$ cat src/common/adc_cal_pkg.sv
// Overview of operation
// - Writing key 0xDE87A5AF to the lock register unlocks the calibration words.
// - Lock register is 32-bit read/write, resets to zero, guards calibration words.
// - Offset words hold 15-bit twos complement in bits 14..0; upper bits read zero.
// - One offset count equals a quarter of one result LSB.
// - Offset 0x3FFF is +4095.75, 0x4000 is -4096.0, 0x7FFF is -0.25.
// - Offset zero, the reset value, leaves the result unchanged.
// - Gain 0x4000 multiplies by exactly one and is the reset value.
// - Gain 0x7FFF multiplies by about two, 0x2000 by one half.
// - Gain scales linearly in steps of 1/16384.
// - Gain zero is illegal; on transimpedance channels the result is forced to zero.
// - Low power, high speed and temperature channels each use their own word pair.
// - Auxiliary channels use a separate pair for amplifier gains 1, 1.5, 2, 4, 9.
// - High speed offset applies to results taken in high speed mode.
// - Gains reset to 0x4000; offsets and lock register reset to zero.
// - Unity auxiliary gain word serves all non-transimpedance, non-temperature channels at gain one.
// - Gain word has bit 14 as top bit and bits 13..0 as fraction.
package adc_cal_pkg;

    localparam int unsigned ADDR_W    = 16;
    localparam int unsigned DATA_W    = 32;
    localparam int unsigned RESULT_W  = 16;
    localparam int unsigned CAL_W     = 15;
    localparam int unsigned SLOTS     = 8;
    localparam int unsigned SLOT_W    = 3;
    localparam int unsigned OFS_FRAC  = 2;
    localparam int unsigned GAIN_FRAC = 14;

    localparam logic [31:0] UNLOCK_KEY = 32'hde87a5af;
    localparam logic [31:0] KEY_RST    = 32'h0000_0000;
    localparam logic [14:0] OFS_RST    = 15'h0000;
    localparam logic [14:0] GAIN_RST   = 15'h4000;

    localparam logic [15:0] A_LOCK      = 16'h2230;
    localparam logic [15:0] A_HS_OFS    = 16'h2234;
    localparam logic [15:0] A_TEMP_GAIN = 16'h2238;
    localparam logic [15:0] A_TEMP_OFS  = 16'h223c;
    localparam logic [15:0] A_G1_GAIN   = 16'h2240;
    localparam logic [15:0] A_G1_OFS    = 16'h2244;
    localparam logic [15:0] A_G1P5_GAIN = 16'h2270;
    localparam logic [15:0] A_G2_GAIN   = 16'h2274;
    localparam logic [15:0] A_G4_GAIN   = 16'h2278;
    localparam logic [15:0] A_HS_GAIN   = 16'h2284;
    localparam logic [15:0] A_LP_OFS    = 16'h2288;
    localparam logic [15:0] A_LP_GAIN   = 16'h228c;
    localparam logic [15:0] A_G9_GAIN   = 16'h2298;
    localparam logic [15:0] A_G2_OFS    = 16'h22c8;
    localparam logic [15:0] A_G1P5_OFS  = 16'h22cc;
    localparam logic [15:0] A_G9_OFS    = 16'h22d0;
    localparam logic [15:0] A_G4_OFS    = 16'h22d4;

    // Storage slot per channel type
    typedef enum logic [2:0] {
        SLOT_LP, SLOT_HS, SLOT_TEMP, SLOT_G1, SLOT_G1P5, SLOT_G2, SLOT_G4, SLOT_G9
    } slot_e;

    // Channel kind seen by the converter
    typedef enum logic [1:0] {
        CH_LOW_POWER_TRANSIMP, CH_HIGH_SPEED_TRANSIMP, CH_TEMPERATURE, CH_AUX
    } chan_e;

    // Amplifier gain code
    typedef enum logic [2:0] {
        PGA_1, PGA_1P5, PGA_2, PGA_4, PGA_9
    } pga_e;

    typedef struct packed {
        logic  hit;
        logic  is_key;
        logic  is_gain;
        slot_e slot;
    } dec_s;

endpackage

$ cat src/common/adc_cal_if.sv
`timescale 1ns/1ns
interface adc_cal_if;
    logic        raw_valid;
    logic [15:0] raw;
    logic [14:0] offset;
    logic [14:0] gain;
    logic        transimp;
    logic        res_valid;
    logic [15:0] res;

    modport bank (output raw_valid, raw, offset, gain, transimp, input res_valid, res);
    modport corr (input raw_valid, raw, offset, gain, transimp, output res_valid, res);
endinterface

$ cat src/hw/adc_offset_gain_calibration.sv
// Chosen here: the plain strobed port.
`timescale 1ns/1ns
module adc_offset_gain_calibration (
    input  wire logic        I_CLK,
    input  wire logic        I_RST_B,
    input  wire logic [15:0] I_ADDR,
    input  wire logic [31:0] I_WDATA,
    input  wire logic        I_WR,
    input  wire logic        I_RD,
    output logic      [31:0] O_RDATA,
    input  wire logic        I_RAW_VALID,
    input  wire logic [15:0] I_ADC_RESULT_WORD,
    input  wire logic [1:0]  I_CHANNEL,
    input  wire logic [2:0]  I_PGA_GAIN,
    output logic             O_CAL_VALID,
    output logic      [15:0] O_CAL_RESULT,
    output logic             O_UNLOCKED
);

    logic [31:0] key_ff;
    logic [14:0] offset_ff [adc_cal_pkg::SLOTS];
    logic [14:0] gain_ff   [adc_cal_pkg::SLOTS];
    logic [31:0] rdata_ff;
    logic [31:0] nxt_rdata;
    logic        unlocked;
    adc_cal_pkg::dec_s wr_dec;
    adc_cal_pkg::dec_s rd_dec;
    adc_cal_pkg::slot_e  sel_slot;
    adc_cal_pkg::chan_e  chan;
    adc_cal_pkg::pga_e   pga;

    adc_cal_if cal ();

    // Map a byte address to a storage slot
    function automatic adc_cal_pkg::dec_s decode(input logic [15:0] a);
        adc_cal_pkg::dec_s d;
        d = '{hit: 1'b1, is_key: 1'b0, is_gain: 1'b0, slot: adc_cal_pkg::SLOT_LP};
        unique case (a)
            adc_cal_pkg::A_LOCK: begin
                d.is_key = 1'b1;
            end
            adc_cal_pkg::A_LP_OFS: begin
                d.slot = adc_cal_pkg::SLOT_LP;
            end
            adc_cal_pkg::A_LP_GAIN: begin
                d.slot    = adc_cal_pkg::SLOT_LP;
                d.is_gain = 1'b1;
            end
            adc_cal_pkg::A_HS_OFS: begin
                d.slot = adc_cal_pkg::SLOT_HS;
            end
            adc_cal_pkg::A_HS_GAIN: begin
                d.slot    = adc_cal_pkg::SLOT_HS;
                d.is_gain = 1'b1;
            end
            adc_cal_pkg::A_TEMP_OFS: begin
                d.slot = adc_cal_pkg::SLOT_TEMP;
            end
            adc_cal_pkg::A_TEMP_GAIN: begin
                d.slot    = adc_cal_pkg::SLOT_TEMP;
                d.is_gain = 1'b1;
            end
            adc_cal_pkg::A_G1_OFS: begin
                d.slot = adc_cal_pkg::SLOT_G1;
            end
            adc_cal_pkg::A_G1_GAIN: begin
                d.slot    = adc_cal_pkg::SLOT_G1;
                d.is_gain = 1'b1;
            end
            adc_cal_pkg::A_G1P5_OFS: begin
                d.slot = adc_cal_pkg::SLOT_G1P5;
            end
            adc_cal_pkg::A_G1P5_GAIN: begin
                d.slot    = adc_cal_pkg::SLOT_G1P5;
                d.is_gain = 1'b1;
            end
            adc_cal_pkg::A_G2_OFS: begin
                d.slot = adc_cal_pkg::SLOT_G2;
            end
            adc_cal_pkg::A_G2_GAIN: begin
                d.slot    = adc_cal_pkg::SLOT_G2;
                d.is_gain = 1'b1;
            end
            adc_cal_pkg::A_G4_OFS: begin
                d.slot = adc_cal_pkg::SLOT_G4;
            end
            adc_cal_pkg::A_G4_GAIN: begin
                d.slot    = adc_cal_pkg::SLOT_G4;
                d.is_gain = 1'b1;
            end
            adc_cal_pkg::A_G9_OFS: begin
                d.slot = adc_cal_pkg::SLOT_G9;
            end
            adc_cal_pkg::A_G9_GAIN: begin
                d.slot    = adc_cal_pkg::SLOT_G9;
                d.is_gain = 1'b1;
            end
            default: begin
                d.hit = 1'b0;
            end
        endcase
        return d;
    endfunction

    assign wr_dec = decode(I_ADDR);
    assign rd_dec = wr_dec;

    // Unlock is a compare against the stored key, so writing any other value to the lock register relocks
    assign unlocked = (key_ff == adc_cal_pkg::UNLOCK_KEY);

    always_ff @(posedge I_CLK) begin
        if (!I_RST_B) begin
            key_ff <= adc_cal_pkg::KEY_RST;
        end else if (I_WR && wr_dec.hit && wr_dec.is_key) begin
            key_ff <= I_WDATA;
        end
    end

    // Calibration words; writes while locked leave the stored value alone
    always_ff @(posedge I_CLK) begin
        if (!I_RST_B) begin
            for (int i = 0; i < adc_cal_pkg::SLOTS; i++) begin
                offset_ff[i] <= adc_cal_pkg::OFS_RST;
                gain_ff[i]   <= adc_cal_pkg::GAIN_RST;
            end
        end else if (I_WR && wr_dec.hit && !wr_dec.is_key && unlocked) begin
            if (wr_dec.is_gain) begin
                gain_ff[wr_dec.slot] <= I_WDATA[14:0];
            end else begin
                offset_ff[wr_dec.slot] <= I_WDATA[14:0];
            end
        end
    end

    // Read path; data stands only in the cycle after the strobe
    always_comb begin
        nxt_rdata = 32'h0000_0000;
        if (I_RD && rd_dec.hit) begin
            if (rd_dec.is_key) begin
                nxt_rdata = key_ff;
            end else if (rd_dec.is_gain) begin
                nxt_rdata = {17'h00000, gain_ff[rd_dec.slot]};
            end else begin
                nxt_rdata = {17'h00000, offset_ff[rd_dec.slot]};
            end
        end
    end

    always_ff @(posedge I_CLK) begin
        if (!I_RST_B) begin
            rdata_ff <= 32'h0000_0000;
        end else begin
            rdata_ff <= nxt_rdata;
        end
    end

    // Pick the word pair that matches the active channel
    assign chan = adc_cal_pkg::chan_e'(I_CHANNEL);
    assign pga  = adc_cal_pkg::pga_e'(I_PGA_GAIN);

    always_comb begin
        sel_slot = adc_cal_pkg::SLOT_G1;
        unique case (chan)
            adc_cal_pkg::CH_LOW_POWER_TRANSIMP: begin
                sel_slot = adc_cal_pkg::SLOT_LP;
            end
            adc_cal_pkg::CH_HIGH_SPEED_TRANSIMP: begin
                sel_slot = adc_cal_pkg::SLOT_HS;
            end
            adc_cal_pkg::CH_TEMPERATURE: begin
                sel_slot = adc_cal_pkg::SLOT_TEMP;
            end
            adc_cal_pkg::CH_AUX: begin
                // Unknown gain codes fall back to unity rather than a stale pair
                case (pga)
                    adc_cal_pkg::PGA_1P5: sel_slot = adc_cal_pkg::SLOT_G1P5;
                    adc_cal_pkg::PGA_2:   sel_slot = adc_cal_pkg::SLOT_G2;
                    adc_cal_pkg::PGA_4:   sel_slot = adc_cal_pkg::SLOT_G4;
                    adc_cal_pkg::PGA_9:   sel_slot = adc_cal_pkg::SLOT_G9;
                    default:              sel_slot = adc_cal_pkg::SLOT_G1;
                endcase
            end
        endcase
    end

    assign cal.raw_valid = I_RAW_VALID;
    assign cal.raw       = I_ADC_RESULT_WORD;
    assign cal.offset    = offset_ff[sel_slot];
    assign cal.gain      = gain_ff[sel_slot];
    assign cal.transimp  = (chan == adc_cal_pkg::CH_LOW_POWER_TRANSIMP)
                        || (chan == adc_cal_pkg::CH_HIGH_SPEED_TRANSIMP);

    adc_cal_corrector u_corr (
        .i_clk   (I_CLK),
        .i_rst_b (I_RST_B),
        .cal     (cal.corr)
    );

    assign O_RDATA      = rdata_ff;
    assign O_CAL_VALID  = cal.res_valid;
    assign O_CAL_RESULT = cal.res;
    assign O_UNLOCKED   = unlocked;

    // Helper views for the checks below
    logic               wr_cal;
    logic [14:0]        wr_cur;
    logic [14:0]        wr_prev;
    logic               wr_gain_ff;
    adc_cal_pkg::slot_e wr_slot_ff;
    assign wr_cal  = I_WR && wr_dec.hit && !wr_dec.is_key;
    assign wr_cur  = wr_dec.is_gain ? gain_ff[wr_dec.slot] : offset_ff[wr_dec.slot];
    assign wr_prev = wr_gain_ff ? gain_ff[wr_slot_ff] : offset_ff[wr_slot_ff];

    // The address may move on after a write, so remember which word it named
    always_ff @(posedge I_CLK) begin
        if (!I_RST_B) begin
            wr_gain_ff <= 1'b0;
            wr_slot_ff <= adc_cal_pkg::SLOT_LP;
        end else begin
            wr_gain_ff <= wr_dec.is_gain;
            wr_slot_ff <= wr_dec.slot;
        end
    end
endmodule // adc_offset_gain_calibration

$ cat src/hw/adc_cal_corrector.sv
`timescale 1ns/1ns
module adc_cal_corrector (
    input  wire logic   i_clk,
    input  wire logic   i_rst_b,
    adc_cal_if.corr     cal
);

    logic signed [18:0] sum;
    logic signed [34:0] prod;
    logic signed [18:0] scaled;
    logic        [15:0] nxt_res;
    logic        [15:0] res_ff;
    logic               res_valid_ff;

    // Saturate a wide signed value to the result word
    function automatic logic [15:0] sat16(input logic signed [18:0] v);
        if (v > 19'sd32767) begin
            return 16'h7fff;
        end else if (v < -19'sd32768) begin
            return 16'h8000;
        end
        return v[15:0];
    endfunction

    always_comb begin
        // Quarter LSB offset units, so raw is moved up two bits first
        sum    = 19'(signed'({cal.raw[15], cal.raw, 2'b00}))
               + 19'(signed'(cal.offset));
        // Gain is code/16384, always taken as non-negative
        prod   = 35'(sum) * 35'(signed'({1'b0, cal.gain}));
        scaled = 19'(prod >>> (adc_cal_pkg::OFS_FRAC + adc_cal_pkg::GAIN_FRAC));
        nxt_res = sat16(scaled);
        if (cal.transimp && cal.gain == 15'h0000) begin
            nxt_res = 16'h0000;
        end
    end

    always_ff @(posedge i_clk) begin
        if (!i_rst_b) begin
            res_ff <= 16'h0000;
        end else if (cal.raw_valid) begin
            res_ff <= nxt_res;
        end
    end

    always_ff @(posedge i_clk) begin
        if (!i_rst_b) begin
            res_valid_ff <= 1'b0;
        end else begin
            res_valid_ff <= cal.raw_valid;
        end
    end

    assign cal.res       = res_ff;
    assign cal.res_valid = res_valid_ff;
endmodule // adc_cal_corrector

$ cat config.mk
export PLATFORM = sky130hd
export DESIGN_NAME = adc_offset_gain_calibration
export DESIGN_NICKNAME = d
export VERILOG_FILES = /design/src/common/adc_cal_pkg.sv /design/src/common/adc_cal_if.sv /design/src/hw/adc_offset_gain_calibration.sv /design/src/hw/adc_cal_corrector.sv
export SDC_FILE = /design/constraint.sdc
export NUM_CORES = 2
export LEC_CHECK = 0
export BUFFER_PORTS_ARGS = -buffer_cell sky130_fd_sc_hd__buf_2
export CORE_UTILIZATION = 33
export CTS_CLUSTER_DIAMETER = 40
export DETAILED_ROUTE_END_ITERATION = 8
export PLACE_DENSITY = 0.6
export SLEW_MARGIN = 10
export SYNTH_ARGS = -nofsm -noshare
export SYNTH_HDL_FRONTEND = slang
export SYNTH_SLANG_ARGS = --single-unit
$ cat constraint.sdc
create_clock -name I_CLK -period 16.46 [get_ports I_CLK]
set_input_delay 3.292 -clock I_CLK [delete_from_list [all_inputs] [get_ports I_CLK]]
set_output_delay 3.292 -clock I_CLK [all_outputs]
set_load 0.01 [all_outputs]
==> impl_metrics.ini <==
[outcome]
status = finished clean

[timing]
fin_worst_skew_ns = 0.06993
clock.fmax_ghz = 0.06924
worst_pin_slew_ns = 1.341
final.setup.tns_ns = 0
slew_headroom_pct = 9.957
hold_violations = 0
period_minus_slack_ns = 14.44
rsz0062_at_grt = no
slew_violations = 0
final.period_utilization_pct = 87.74
setup_viol = 0

[global_routing]
use_met1_pct = 27.65
grtUsageMet3_pct = 3.963
grt_pass1_vias = 21600
grt_pass1_wl_um = 132500
grt-ovfl-total = 0
grt_max_degree = 60
track_usage_pct = 20.59
busiest_layer = met2
use_met2_pct = 33.12
antenna_found_initial = 13

[yosys]
yosysSeqAreaShare_pct = 31.97
synth_cells = 2855
synth_top_flop_cell = edfxtp_1
synth_edf_count = 240
syn-num-nets = 3312
yosysUniqueCellTypes = 69
postSynthAreaPerCell_um2 = 9.674
syn_area_um2 = 27620
yosys_warnings = 0
ys_seq_elements = 321
synthArstFlopShare_pct = 0

[placement]
gp_congestion = 0.8717
io_buffers = 123
place_hpwl_um = 62320

[detailed_routing]
post_drt_wl_per_cell_um = 21.71
remaining_drc_errors = 0
first_iter_violations = 1902
ant_nets = 0
wirelength_um = 87700
drt-vias-per-instance = 5.264
first_pass_iters = 6
vias = 21270

[worst_setup_path]
critical-path-slowest-cell = xnor2_1
r2r-start = offset_ff[3][2]
start_kind = input pin
cpMostUsedCell = fa_1
cp.arrival_ns = 14.96
slowest_delay_ns = 0.87
critical_path_required_ns = 16.98
crit_type = in2reg
rrSetupSlack_ns = 5.71
reg2regPathDepth = 38
r2r_end = u_corr.cal.res[4]
startpoint = I_PGA_GAIN[2]
path_max_fanout = 18
end_kind = flip-flop

[die]
die_height_um = 291.3
coreArea_um2 = 82500
num_rows = 105
start_util_pct = 33.48
top_level_ports = 124
die_x_um = 291.3
dieArea_um2 = 84860

[clock_tree]
htreeDepth = 2
root_buffer = clkbuf_16
cts_tree = yes
hold_buffers = 0
cts_setup_buffers = 0
cts_buffer_depth = 3
cts.clk_slew.worst_paths_ns = 0.06
cts.repair.resized = 0
clock_sinks = 321
insertion_delay_ns = 0.63
numCtsBuffers = 49

[finish]
nFillCells = 8159
drive_gt1_share_pct = 12.13
area_growth_pct = 12.99
fin_nets = 3384

[worst_hold_path]
hold_start = key_ff[26]
worstHoldPathCells = 2
whs_endpoint = key_ff[26]
hold_path_class = reg2reg

[run]
maxCapViolCount = 0
## routing by layer
layer	up-vias	wire (um)	part of all wire, %
met4	14	2657	3.0
met2	935	40130	46
li1	9595	-	-
met3	190	7536	8.6
met1	10530	37270	43
met5	-	95	0.11
## sequential cells by signal, indices dropped and copies added, names as in the netlist
name                  cells
offset_ff               120
O_RDATA                  32
u_corr.cal.res           16
gain_ff                 120
u_corr.cal.res_valid      1
key_ff                   32
## metrics by stage
stage                     hold WS [ns]  setup slack (ns)  instance area (um2)  utilization [%]  cells
final                           0.4753             2.018                31210            37.82   4040
after global routing            0.4927             1.178                31200            37.82   4039
after CTS                       0.4759             2.052                31200            37.81   4038
after detailed placement        0.4667             1.448                29420            35.66   3946
after global placement          0.4604             1.772                29420            35.66   3946
after floorplan                 0.4433             2.333                27620                -   2855
## worst max-delay path, delay by kind of cell
kind	cells	cell delay [ns]
AO/OA/AOI/OAI	16	3.95
buffers and inverters	5	0.31
adder cells (fa/ha/maj)	9	4.10
AND/OR/NAND/NOR	9	2.20
XOR/XNOR	2	1.08
## cells by family after synthesis
logic type	count (synthesis)	share of synthesized area [%]
xor gates and xnor gates	61	1.962
DFF	321	31.97
adders and majority gates	384	24.97
and+or+nand+nor	1101	19.48
muxes	150	6.424
buffers and inverters	490	6.791
AOI/OAI and AO/OA	348	8.413
## cell usage in the layout (no fill, tap or decap), types with 5 or more instances in the layout
cell	n
inv_6	14
a21o_1	30
and2_1	255
a22oi_1	31
nor3_1	12
a31oi_1	13
nand4_1	12
inv_1	338
xor2_1	22
or2_2	15
nor4_1	6
nand3_1	124
o21bai_1	7
xnor2_1	38
mux2_2	37
nand2_1	407
o21ai_1	8
o221ai_1	28
fa_1	279
dfxtp_1	81
nor2_1	151
a21oi_2	11
ha_1	104
a21boi_0	33
buf_4	50
nor2b_1	21
a21oi_1	105
mux4_2	18
or3_1	7
nand2b_1	37
clkbuf_16	49
clkinvlp_4	5
o21ai_0	43
inv_8	5
mux2i_1	93
edfxtp_1	240
and3_1	27
buf_2	123
bufinv_16	6
## worst max path at each step
stage | cells past startpoint | slack (ns) | to
2_1_floorplan | 50 | 2.33 | u_corr.cal.res[0]
3_3_place_gp | 42 | 1.77 | u_corr.cal.res[13]
3_5_place_dp | 41 | 1.45 | u_corr.cal.res[4]
4_1_cts | 41 | 2.05 | u_corr.cal.res[4]
5_1_grt | 43 | 1.18 | u_corr.cal.res[6]
6_report | 41 | 2.02 | u_corr.cal.res[4]
## cell usage after synthesis (all sizes together), types with 38 or more instances
cell type	n	area (um2)
nor2	151	566.8
mux2	38	427.9
nand2	407	1528
ha	104	1301
fa	279	5585
inv	338	1269
edfxtp	240	7207
dfxtp	81	1622
a21oi	116	618.1
o21ai	52	260.3
mux2i	94	940.9
xnor2	39	349.1
clkbuf	136	510.5
nand3	124	620.6
and2	257	1608
## area by class of cell
cell class | instances | area [um2] | share of cell area [%]
Multi-Input combinational cell | 2044 | 17000 | 54.46
Sequential cell | 321 | 8828 | 28.29
Tap cell | 1070 | 1339 | 4.290
Inverter | 338 | 1269 | 4.066
Clock buffer | 53 | 1241 | 3.977
Timing Repair Buffer | 173 | 991.0 | 3.175
Clock inverter | 39 | 538.0 | 1.724
Antenna cell | 2 | 5.005 | 0.01604
Power is not shown: default switching activity piles up to over one toggle a cycle in this logic, so the estimate is an artifact.
